===== src/rtl/rwss_pkg.sv =====
package rwss_pkg;

    // register offsets on the plain register port
    localparam logic [8:0] RWSS_ADDR_WDCLR = 9'h0E3;
    localparam logic [8:0] RWSS_ADDR_SSC   = 9'h0FF;
    localparam logic [8:0] RWSS_ADDR_OSC   = 9'h1E0;
    localparam logic [8:0] RWSS_ADDR_CMP   = 9'h1E4;
    localparam logic [8:0] RWSS_ADDR_DUTY  = 9'h1EB;

    // system status and control layout
    localparam logic [7:0] RWSS_SSC_RESET  = 8'h10;
    localparam int         RWSS_SSC_GIES   = 7;
    localparam int         RWSS_SSC_WATCHDOG_STATUS_FLAG   = 5;
    localparam int         RWSS_SSC_POWER_ON_STATUS_FLAG   = 4;
    localparam int         RWSS_SSC_SLEEP  = 3;
    localparam int         RWSS_SSC_STOP   = 0;

    // oscillator control: clock select and sleep period select
    localparam logic [7:0] RWSS_OSC_RESET  = 8'h00;
    localparam int         RWSS_OSC_CLKSEL = 1;
    localparam int         RWSS_OSC_PER_LO = 3;

    // monitor duty trim and comparator snapshot layout
    localparam logic [7:0] RWSS_DUTY_RESET = 8'h00;
    localparam int         RWSS_DUTY_LO    = 6;
    localparam int         RWSS_CMP_LVD    = 1;
    localparam int         RWSS_CMP_PPOR   = 0;

    // watchdog clear behaviour
    localparam logic [7:0] RWSS_WD_KEY     = 8'h38;
    localparam logic [1:0] RWSS_WD_LIMIT   = 2'h3;

    // oscillator recovery after sleep, in low-power clock periods
    localparam logic [1:0] RWSS_REC_CYCLES = 2'h3;

    // start-up hold after power-on
    localparam int         RWSS_HOLD_MS    = 20;
    localparam int         RWSS_CLK_HZ     = 20000000;
    localparam int         RWSS_HOLD_CYC   = RWSS_HOLD_MS * (RWSS_CLK_HZ / 1000);
    localparam logic [15:0] RWSS_START_ADDR = 16'h0000;

    // sleep timer periods in low-power clock periods, minus one
    localparam logic [12:0] RWSS_PER_0 = 13'h003F;
    localparam logic [12:0] RWSS_PER_1 = 13'h01FF;
    localparam logic [12:0] RWSS_PER_2 = 13'h03FF;
    localparam logic [12:0] RWSS_PER_3 = 13'h1FFF;

    // monitor duty periods in low-power clock periods, minus one
    localparam logic [8:0] RWSS_DUTY_0 = 9'h07F;
    localparam logic [8:0] RWSS_DUTY_1 = 9'h1FF;
    localparam logic [8:0] RWSS_DUTY_2 = 9'h01F;
    localparam logic [8:0] RWSS_DUTY_3 = 9'h007;

    // sleep sequencer states
    typedef enum logic [2:0] {
        RWSS_RUN     = 3'b000,
        RWSS_REQ     = 3'b001,
        RWSS_ACKED   = 3'b010,
        RWSS_ASLEEP  = 3'b011,
        RWSS_SYNCED  = 3'b100,
        RWSS_SETTLE  = 3'b101,
        RWSS_RELEASE = 3'b110
    } rwss_state_t;

endpackage : rwss_pkg


===== src/rtl/rwss_reset_watchdog_sleep_sequencer.sv =====
`timescale 1ns/100ps

module rwss_reset_watchdog_sleep_sequencer
    import rwss_pkg::*;
#(
    parameter int IRQ_W     = 8,
    parameter int HOLD_CYC  = RWSS_HOLD_CYC
) (
    input  wire logic             core_clk,
    input  wire logic             rstn,
    input  wire logic [8:0]       regAddr,
    input  wire logic [7:0]       regWrData,
    input  wire logic             regWr,
    input  wire logic             regRd,
    output logic      [7:0]       regRdData,
    input  wire logic             lpoClk,
    input  wire logic             supplyLow,
    input  wire logic             pporTrip,
    input  wire logic             lvdTrip,
    input  wire logic [IRQ_W-1:0] irqPendingUnmasked,
    input  wire logic             globalIrqEnable,
    input  wire logic             busRequestAck,
    output logic                  busRequest,
    output logic                  systemPowerDown,
    output logic                  fastOscEnable,
    output logic                  monitorEnable,
    output logic                  intOscReady,
    output logic                  cpuHold,
    output logic      [15:0]      cpuStartAddr,
    output logic                  cpuClkSelExt,
    output logic                  cpuStop,
    output logic                  resumeOneInstr,
    output logic                  sleepTimerIrq,
    output logic                  watchdogResetEvent
);

    localparam int HW = $clog2(HOLD_CYC + 1);

    // sleep period lookup, used only by the sleep timer overflow compare
    function automatic logic [12:0] rwssPeriod(input logic [1:0] sel);
        logic [12:0] p;
        p = RWSS_PER_0;
        unique case (sel)
            2'h0: p = RWSS_PER_0;
            2'h1: p = RWSS_PER_1;
            2'h2: p = RWSS_PER_2;
            2'h3: p = RWSS_PER_3;
        endcase
        return p;
    endfunction : rwssPeriod

    // monitor duty lookup
    function automatic logic [8:0] rwssDuty(input logic [1:0] sel);
        logic [8:0] d;
        d = RWSS_DUTY_0;
        unique case (sel)
            2'h0: d = RWSS_DUTY_0;
            2'h1: d = RWSS_DUTY_1;
            2'h2: d = RWSS_DUTY_2;
            2'h3: d = RWSS_DUTY_3;
        endcase
        return d;
    endfunction : rwssDuty

    logic [3:0]  syncA_q;
    logic [3:0]  syncB_q;
    logic        lpoLast_q;
    logic        lpoRise;
    logic        lpoFall;
    logic        porReq;
    logic        sysRst;
    logic        anyRst;
    logic [HW-1:0] holdCnt_q;
    logic        watchdog_status_flag_q;
    logic        power_on_status_flag_q;
    logic        sleep_q;
    logic        stop_q;
    logic [7:0]  osc_q;
    logic [7:0]  duty_q;
    logic [1:0]  cmp_q;
    logic [12:0] sleepCnt_q;
    logic        sleepOvf;
    logic [1:0]  wdCnt_q;
    logic        wdEvent_q;
    logic        wdWr;
    logic        wdKey;
    rwss_state_t state_q;
    logic        wakeReq_q;
    logic        wakeNow;
    logic [1:0]  recCnt_q;
    logic [8:0]  dutyCnt_q;
    logic        sscWr;

    // two-flop synchronisers for lpo, supply, ppor and lvd pins
    always_ff @(posedge core_clk) begin
        if (!rstn) begin
            syncA_q   <= 4'h0;
            syncB_q   <= 4'h0;
            lpoLast_q <= 1'b0;
        end else begin
            syncA_q   <= {lvdTrip, pporTrip, supplyLow, lpoClk};
            syncB_q   <= syncA_q;
            lpoLast_q <= syncB_q[0];
        end
    end

    assign lpoRise = syncB_q[0] & ~lpoLast_q;
    assign lpoFall = ~syncB_q[0] & lpoLast_q;
    assign porReq  = syncB_q[1];
    assign sysRst  = ~rstn | porReq;
    assign anyRst  = sysRst | wdEvent_q;
    assign wdWr    = regWr & (regAddr == RWSS_ADDR_WDCLR);
    assign wdKey   = wdWr & (regWrData == RWSS_WD_KEY);
    assign sscWr   = regWr & (regAddr == RWSS_ADDR_SSC);

    // start-up hold counter, restarted by every power-on event
    always_ff @(posedge core_clk) begin
        if (sysRst) begin
            holdCnt_q <= '0;
        end else if (holdCnt_q != HW'(HOLD_CYC)) begin
            holdCnt_q <= holdCnt_q + HW'(1);
        end
    end

    assign cpuHold      = sysRst | (holdCnt_q != HW'(HOLD_CYC));
    assign cpuStartAddr = RWSS_START_ADDR;

    // reset-cause flags survive a watchdog reset, only power-on rewrites them
    always_ff @(posedge core_clk) begin
        if (sysRst) begin
            power_on_status_flag_q <= RWSS_SSC_RESET[RWSS_SSC_POWER_ON_STATUS_FLAG];
            watchdog_status_flag_q <= RWSS_SSC_RESET[RWSS_SSC_WATCHDOG_STATUS_FLAG];
        end else begin
            if (wdEvent_q) begin
                watchdog_status_flag_q <= 1'b1;
            end else if (sscWr && !regWrData[RWSS_SSC_WATCHDOG_STATUS_FLAG]) begin
                watchdog_status_flag_q <= 1'b0;
            end
            if (sscWr && !regWrData[RWSS_SSC_POWER_ON_STATUS_FLAG]) begin
                power_on_status_flag_q <= 1'b0;
            end
        end
    end

    // sleep and stop bits; hardware clears sleep once wake completes
    always_ff @(posedge core_clk) begin
        if (anyRst) begin
            sleep_q <= RWSS_SSC_RESET[RWSS_SSC_SLEEP];
            stop_q  <= RWSS_SSC_RESET[RWSS_SSC_STOP];
        end else begin
            if (state_q == RWSS_RELEASE && lpoFall) begin
                sleep_q <= 1'b0;
            end else if (sscWr) begin
                sleep_q <= regWrData[RWSS_SSC_SLEEP];
            end
            if (sscWr) begin
                stop_q <= regWrData[RWSS_SSC_STOP];
            end
        end
    end

    assign cpuStop = stop_q;  // halt holds the core even after wake

    // oscillator control and monitor duty registers
    always_ff @(posedge core_clk) begin
        if (anyRst) begin
            osc_q  <= RWSS_OSC_RESET;
            duty_q <= RWSS_DUTY_RESET;
        end else begin
            if (regWr && regAddr == RWSS_ADDR_OSC) begin
                osc_q <= regWrData;
            end
            if (state_q == RWSS_REQ) begin
                osc_q[RWSS_OSC_CLKSEL] <= 1'b0;
            end
            if (regWr && regAddr == RWSS_ADDR_DUTY) begin
                duty_q <= regWrData;
            end
        end
    end

    assign cpuClkSelExt = osc_q[RWSS_OSC_CLKSEL];

    // sleep timer on low-power clock edges
    assign sleepOvf = lpoRise & (sleepCnt_q >= rwssPeriod(osc_q[RWSS_OSC_PER_LO +: 2]));

    always_ff @(posedge core_clk) begin
        if (anyRst || wdKey) begin
            sleepCnt_q <= 13'h0000;
        end else if (sleepOvf) begin
            sleepCnt_q <= 13'h0000;
        end else if (lpoRise) begin
            sleepCnt_q <= sleepCnt_q + 13'h0001;
        end
    end

    // overflow pulse; the pulse output is cleared by any reset
    always_ff @(posedge core_clk) begin
        if (anyRst) begin
            sleepTimerIrq <= 1'b0;
        end else begin
            sleepTimerIrq <= sleepOvf;
        end
    end

    // watchdog: counts overflows, fires at three once enabled
    always_ff @(posedge core_clk) begin
        if (anyRst || wdWr || power_on_status_flag_q) begin
            // a disabled watchdog holds zero, so enabling it never fires at once
            wdCnt_q <= 2'h0;
        end else if (sleepOvf && wdCnt_q != RWSS_WD_LIMIT) begin
            wdCnt_q <= wdCnt_q + 2'h1;
        end
    end

    // one-cycle reset pulse; it clears itself through anyRst
    always_ff @(posedge core_clk) begin
        if (anyRst) begin
            wdEvent_q <= 1'b0;
        end else begin
            wdEvent_q <= (wdCnt_q == RWSS_WD_LIMIT) & ~power_on_status_flag_q;
        end
    end

    assign watchdogResetEvent = wdEvent_q;

    // wake request: held so a short pulse still finishes the sequence
    assign wakeNow = |irqPendingUnmasked;

    always_ff @(posedge core_clk) begin
        if (anyRst) begin
            wakeReq_q <= 1'b0;
        end else if (state_q == RWSS_RELEASE && lpoFall) begin
            wakeReq_q <= 1'b0;
        end else if (wakeNow && state_q != RWSS_RUN) begin
            wakeReq_q <= 1'b1;
        end
    end

    // sleep sequencer; the ack wait state stands in for the falling edge
    always_ff @(posedge core_clk) begin
        if (anyRst) begin
            state_q <= RWSS_RUN;
        end else begin
            unique case (state_q)
                RWSS_RUN: begin
                    if (sscWr && regWrData[RWSS_SSC_SLEEP]) begin
                        state_q <= RWSS_REQ;
                    end
                end
                RWSS_REQ: begin
                    if (busRequestAck) begin
                        state_q <= RWSS_ACKED;
                    end
                end
                RWSS_ACKED: begin
                    state_q <= RWSS_ASLEEP;
                end
                RWSS_ASLEEP: begin
                    if ((wakeReq_q || wakeNow) && lpoFall) begin
                        state_q <= RWSS_SYNCED;
                    end
                end
                RWSS_SYNCED: begin
                    if (lpoRise) begin
                        state_q <= RWSS_SETTLE;
                    end
                end
                RWSS_SETTLE: begin
                    if (lpoRise) begin
                        state_q <= RWSS_RELEASE;
                    end
                end
                RWSS_RELEASE: begin
                    if (lpoFall) begin
                        state_q <= RWSS_RUN;
                    end
                end
                default: state_q <= RWSS_RUN;
            endcase
        end
    end

    // bus request rises with the sleep write and falls at release
    always_ff @(posedge core_clk) begin
        if (anyRst) begin
            busRequest <= 1'b0;
        end else if (state_q == RWSS_RELEASE && lpoFall) begin
            busRequest <= 1'b0;
        end else if (state_q == RWSS_RUN && sscWr && regWrData[RWSS_SSC_SLEEP]) begin
            busRequest <= 1'b1;
        end
    end

    // power-down spans asleep and the synced wait
    always_ff @(posedge core_clk) begin
        if (anyRst) begin
            systemPowerDown <= 1'b0;
        end else if (state_q == RWSS_ACKED) begin
            systemPowerDown <= 1'b1;
        end else if (state_q == RWSS_SYNCED && lpoRise) begin
            systemPowerDown <= 1'b0;
        end
    end

    assign fastOscEnable = ~systemPowerDown;

    // comparator snapshot taken once the references have settled
    always_ff @(posedge core_clk) begin
        if (sysRst) begin
            cmp_q <= 2'h0;
        end else if (state_q == RWSS_SETTLE && lpoRise) begin
            cmp_q <= {syncB_q[3], syncB_q[2]};
        end
    end

    // oscillator recovery: three low-power periods after power-down ends
    always_ff @(posedge core_clk) begin
        if (anyRst) begin
            recCnt_q <= RWSS_REC_CYCLES;
        end else if (systemPowerDown) begin
            recCnt_q <= 2'h0;
        end else if (lpoRise && recCnt_q != RWSS_REC_CYCLES) begin
            recCnt_q <= recCnt_q + 2'h1;
        end
    end

    assign intOscReady = (recCnt_q == RWSS_REC_CYCLES);

    // one pulse at release tells the core to run one instruction first
    always_ff @(posedge core_clk) begin
        if (anyRst) begin
            resumeOneInstr <= 1'b0;
        end else begin
            resumeOneInstr <= (state_q == RWSS_RELEASE) & lpoFall;
        end
    end

    // duty-cycled supply monitor while asleep; latency grows with the ratio
    always_ff @(posedge core_clk) begin
        if (anyRst || !systemPowerDown) begin
            dutyCnt_q <= 9'h000;
        end else if (lpoRise) begin
            if (dutyCnt_q >= rwssDuty(duty_q[RWSS_DUTY_LO +: 2])) begin
                dutyCnt_q <= 9'h000;
            end else begin
                dutyCnt_q <= dutyCnt_q + 9'h001;
            end
        end
    end

    assign monitorEnable = ~systemPowerDown | (dutyCnt_q == 9'h000);

    // read port; watchdog clear is write-only and reads zero
    always_ff @(posedge core_clk) begin
        if (!rstn) begin
            regRdData <= 8'h00;
        end else if (regRd) begin
            unique case (regAddr)
                RWSS_ADDR_SSC:  regRdData <= {globalIrqEnable, 1'b0, watchdog_status_flag_q, power_on_status_flag_q,
                                              sleep_q, 2'h0, stop_q};
                RWSS_ADDR_OSC:  regRdData <= osc_q;
                RWSS_ADDR_DUTY: regRdData <= {duty_q[7:6], 6'h00};
                RWSS_ADDR_CMP:  regRdData <= {6'h00, cmp_q};
                default:        regRdData <= 8'h00;
            endcase
        end else begin
            regRdData <= 8'h00;
        end
    end

endmodule : rwss_reset_watchdog_sleep_sequencer


===== config.mk =====
export PLATFORM = sky130hd
export DESIGN_NAME = rwss_reset_watchdog_sleep_sequencer
export DESIGN_NICKNAME = d
export VERILOG_FILES = /design/src/rtl/rwss_pkg.sv /design/src/rtl/rwss_reset_watchdog_sleep_sequencer.sv
export SDC_FILE = /design/constraint.sdc
export NUM_CORES = 1
export LEC_CHECK = 0
export BUFFER_PORTS_ARGS = -buffer_cell sky130_fd_sc_hd__buf_2
export CAP_MARGIN = 10
export CORE_ASPECT_RATIO = 1.75
export CORE_UTILIZATION = 35
export CTS_CLUSTER_SIZE = 16
export DETAILED_ROUTE_END_ITERATION = 8
export SYNTH_ARGS = -nofsm -noshare
export SYNTH_HDL_FRONTEND = slang
export SYNTH_SLANG_ARGS = --single-unit

===== constraint.sdc =====
create_clock -name core_clk -period 1.9 [get_ports core_clk]
set_input_delay 0.095 -clock core_clk [delete_from_list [all_inputs] [get_ports core_clk]]
set_output_delay 0.095 -clock core_clk [all_outputs]
set_load 0.05 [all_outputs]

==> impl_results.md <==
- Violation count after the first detailed-routing iteration: 88
- Die ar.: 12,600 µm²
- Global placement routability congestion: around 0.84
- Number of design rule violations left after detail routing: 0
- Multiplexer fraction of the synthesized cell area: 2.83%
- Distinct cells, synth: 53
- Violated checks: negative setup slack
- Worst R2R Setup Slack: approximately 20 ps
- Worst Path Required: 1800 ps
- Slowest stage delay, CP: roughly 540 ps
- Clock slew seen by the registers of the worst setup and hold paths: 60 ps
- Initial core utilization: 36.2%
- Highest Clock Rate: 524 MHz
- Start-to-end type of the worst setup path: reg2out
- Number of nets with antenna violations after routing: 0
- Placement-stage cell area: 4720 µm²
- Sinks on Clock Net: 87
- Hold Path Stages: 3
- Largest family of logic cells by synthesized area: simple AND/OR/NAND/NOR gates
- Number of global-route vias before repair: 3,554
- Total routing usage reported by global routing: 17.0%
- Worst slack, placed: -121 ps
- Gate family responsible for the most delay along the worst path: simple AND/OR/NAND/NOR gates
- Post-synth top flop: sky130_fd_sc_hd__dfxtp_1
- Antenna violations before repair: 0
- Headroom to the max-slew limit: approximately three fifths
- Number of nets in the layout: 620
- Routed WL: 10.2 mm
- Final standard cell area without fillers: approximately 5300 µm²
- Finish-stage setup viols: 1
- Capturing point of the worst reg2reg path: sleepCnt_q[12]$_SDFFE_PP0P_
- Arithmetic-cell share of the synthesized area counting full adders, half adders and majority gates: 5.90%
- IO buf count: 53
- Leakage dissipation: approximately 2.1 nW
- Relative area change from synthesis to final layout: 24.6%
- Data arrival time of the critical path: 1810 ps
- Worst setup margin: -8.34 ps
- FF+latch count, synth: 87
- Clock skew after layout: 5.17 ps
- Share of synthesized cell area in and, or, nand and nor gates: 28.0%
- Setup TNS: -8.34 ps
- IO Pins: 70
- Via/cell ratio: 5.12
- Row count: 52
- Syn avg cell area: 8.79 µm²
- Buffers and inverters on the worst path: 1
- Wire length per cell after detailed routing: 14.4 µm
- Outcome: finished, violations left
- Buffer levels on the longest clock path: 2
- Post-DP HPWL: 7.62 mm
- Count leader, synth: sky130_fd_sc_hd__dfxtp_1
- Number of placed instances, taps included: 679
- Vertical die dimension: 148 µm
- Drt first pass iters: 4
- Post-synthesis share of cell area spent on xor and xnor gates: under 10%
- Number of vias in the routed layout: roughly 3,600
- Category of the worst setup path capture point: primary output
- Final-report max-slew violation count: 0
- Layout Cells excl Fill: 705
- Syn. warnings: 0
- Clock insertion delay at the later pin of the skew report: 340 ps
- Slew at the pin closest to its max-slew limit: 628 ps
- Total clock buffers created by CTS: 9
- Category of the worst setup path launch point: flip-flop
- Share of async-settable or async-resettable flops after synthesis: 0%
- Crit Reg-Reg Startpoint: osc_q[4]$_SDFFE_PP0P_
- Cell area after synthesis: 4240 µm²
- Period utilization: 100%
- Worst min-delay path startpoint: regWrData[2]
- Proportion of synthesized chip area in sequential cells: roughly two fifths
- Total global routing overflow: 0
- Top post-synthesis cells by area: sky130_fd_sc_hd__dfxtp_1 (41%), sky130_fd_sc_hd__ha_1 (5.9%), sky130_fd_sc_hd__nor2_1 (5.8%)
- Hold/Removal Path Class: in2reg
- Clock period minus final worst setup slack: 1910 ps
- Most instantiated cells after synthesis: sky130_fd_sc_hd__dfxtp_1 (87), sky130_fd_sc_hd__nor2_1 (66), sky130_fd_sc_hd__nand2_1 (46)
- Setup crit start: holdCnt_q[3]$_SDFFE_PP0P_
- Synth Area in Compound Gates: 9.77%
- Number of cells traversed by the worst register-to-register path: 8
- Total of max-cap violations: 0
- Ratio of cells with drive above 1 in the final layout: between 20% and 30%
- Slowest stage cell, crit path: sky130_fd_sc_hd__or4_4
- Number of hold-slack violations in the final timing report: 0
- Largest voltage drop on the vdd net: 0.467 mV
- Share of the synthesized area in the top cell type: 41.1%
- Capture endpoint of the worst hold path: osc_q[2]$_SDFFE_PP0P_
- Placeable core area: 11,700 µm²
- Number of flops mapped to enable cells by yosys: 0
- Cell at the root of the clock tree: sky130_fd_sc_hd__clkbuf_16
- Number of antenna cells inserted: 0
- Clock tree from TritonCTS: built
- Final cell utilization of the core: 45.1%
- Power density of the placed cells: 763 nW/µm²
- Cell type with the highest aggregate area in the netlist: sky130_fd_sc_hd__dfxtp_1
- Chain of cells forming the critical path: or4_4 -> nor4_4 -> or2b_1 -> buf_6
- Pin count of the biggest net entering global routing: 23
- Gate count after technology mapping: 482
- Htree depth: 3
- Unrepaired setup endpoints after global routing: yes
- Wire length of the first global-routing pass: between 15 and 20 mm
- Cell count along the critical path: 4
- Die X: between 80 and 90 µm
- Worst-path fanout max: 2
==> metrics by stage <==
stage | hold slack, ps | power [W]
global placement | 301 | 0.00212
floorplan | 222 | 0.00206
global route | 33.4 | 0.00415
finish | 25.2 | 0.00403
CTS | 20.5 | 0.00409
detailed placement | 305 | 0.00212
==> worst max path at each step <==
stage / slack, ps / end
5_1_grt: -90 / sleepCnt_q[12]$_SDFFE_PP0P_
3_3_place_gp: -60 / sleepCnt_q[12]$_SDFFE_PP0P_
3_5_place_dp: -120 / sleepCnt_q[3]$_SDFFE_PP0P_
2_1_floorplan: 20 / sleepCnt_q[10]$_SDFFE_PP0P_
6_report: -8 / cpuHold
4_1_cts: -30 / cpuHold
==> area by class of cell <==
class / instances / area, µm²
fillers: 1147 / 6430
well taps: 135 / 169
clock buffers: 11 / 253
inverters: 11 / 41.3
flip-flops and latches: 87 / 1760
multi-input cells: 371 / 2450
repair buffers: 85 / 528
clock inverters: 5 / 80.1
==> per-layer routing <==
metal,part of all wire (%),vias to the layer above,track usage [%]
met4,2.6,0,8.98
met2,54,56,31.4
met5,0,-,0
li1,-,1826,-
met1,40,1717,18.2
met3,3.2,14,2.85
==> placed cells by master (no fill, tap or decap), types with 3 or more instances in the layout <==
master / Yosys / routed
sky130_fd_sc_hd__buf_4: 17 / 28
sky130_fd_sc_hd__nand2_2: 2 / 3
sky130_fd_sc_hd__a21oi_1: 25 / 24
sky130_fd_sc_hd__conb_1: 1 / 16
sky130_fd_sc_hd__nand4_1: 10 / 10
sky130_fd_sc_hd__a31oi_1: 5 / 5
sky130_fd_sc_hd__nor4_4: 2 / 3
sky130_fd_sc_hd__clkbuf_16: 0 / 9
sky130_fd_sc_hd__and4_1: 5 / 5
sky130_fd_sc_hd__and3_1: 9 / 9
sky130_fd_sc_hd__dlygate4sd3_1: 0 / 4
sky130_fd_sc_hd__nand3_1: 24 / 24
sky130_fd_sc_hd__nand2_1: 46 / 44
sky130_fd_sc_hd__buf_2: 3 / 51
sky130_fd_sc_hd__o21ai_0: 15 / 12
sky130_fd_sc_hd__nor4b_1: 3 / 3
sky130_fd_sc_hd__and2_1: 10 / 10
sky130_fd_sc_hd__nand2b_1: 9 / 9
sky130_fd_sc_hd__xor2_1: 21 / 21
sky130_fd_sc_hd__nor2_1: 66 / 65
sky130_fd_sc_hd__ha_4: 0 / 3
sky130_fd_sc_hd__inv_1: 11 / 10
sky130_fd_sc_hd__xnor2_1: 13 / 13
sky130_fd_sc_hd__dfxtp_2: 0 / 11
sky130_fd_sc_hd__ha_1: 20 / 17
sky130_fd_sc_hd__nor3_1: 11 / 11
sky130_fd_sc_hd__mux2i_1: 12 / 12
sky130_fd_sc_hd__nand4b_1: 3 / 3
sky130_fd_sc_hd__a22oi_1: 6 / 6
sky130_fd_sc_hd__dfxtp_1: 87 / 74
sky130_fd_sc_hd__nor4_1: 9 / 7
==> worst register-to-register path, stage by stage, from the launching register on <==
cell,delay (ps)
sky130_fd_sc_hd__dfxtp_4,400
sky130_fd_sc_hd__nand2_8,80
sky130_fd_sc_hd__ha_4,270
sky130_fd_sc_hd__nand4_1,140
sky130_fd_sc_hd__nor4_2,340
sky130_fd_sc_hd__nor3_1,90
sky130_fd_sc_hd__buf_4,180
sky130_fd_sc_hd__o21bai_4,190
sky130_fd_sc_hd__nor2_1,70
==> registers in the layout (all words and copies together) (netlist names), 2 cells and up <==
register,flops
syncB_q,4
state_q,3
wdCnt_q,2
regRdData,8
cmp_q,2
recCnt_q,2
holdCnt_q,19
sleepCnt_q,13
dutyCnt_q,9
osc_q,8
duty_q,2
syncA_q,4
==> power breakdown <==
part / internal (W) / switching [W]
combinational: 0.0000720 / 0.000171
sequential: 0.00184 / 0.0000106
clock: 0.00122 / 0.000720
total: 0.00313 / 0.000902
==> cell families (layout without fill, tap and decap cells) <==
logic type                 count (synthesis)  in the layout
muxes                                     12             12
other                                      1             16
DFF                                       87             87
and+or+nand+nor                          225            225
adders and majority gates                 20             20
AOI/OAI and AO/OA                         63             64
xor gates and xnor gates                  34             34
buffers and inverters                     40            112
==> repair_timing <==
item / in CTS / in global routing
cloned: 1 / 0
setup buffers: 4 / 1
hold buffers: 4 / 0
pin swaps: 4 / 20
resized for setup: 20 / 19
endpoints found under the hold margin: 4 / 0
setup endpoints to repair: 20 / 23
Power figures use the tool's default switching activity.
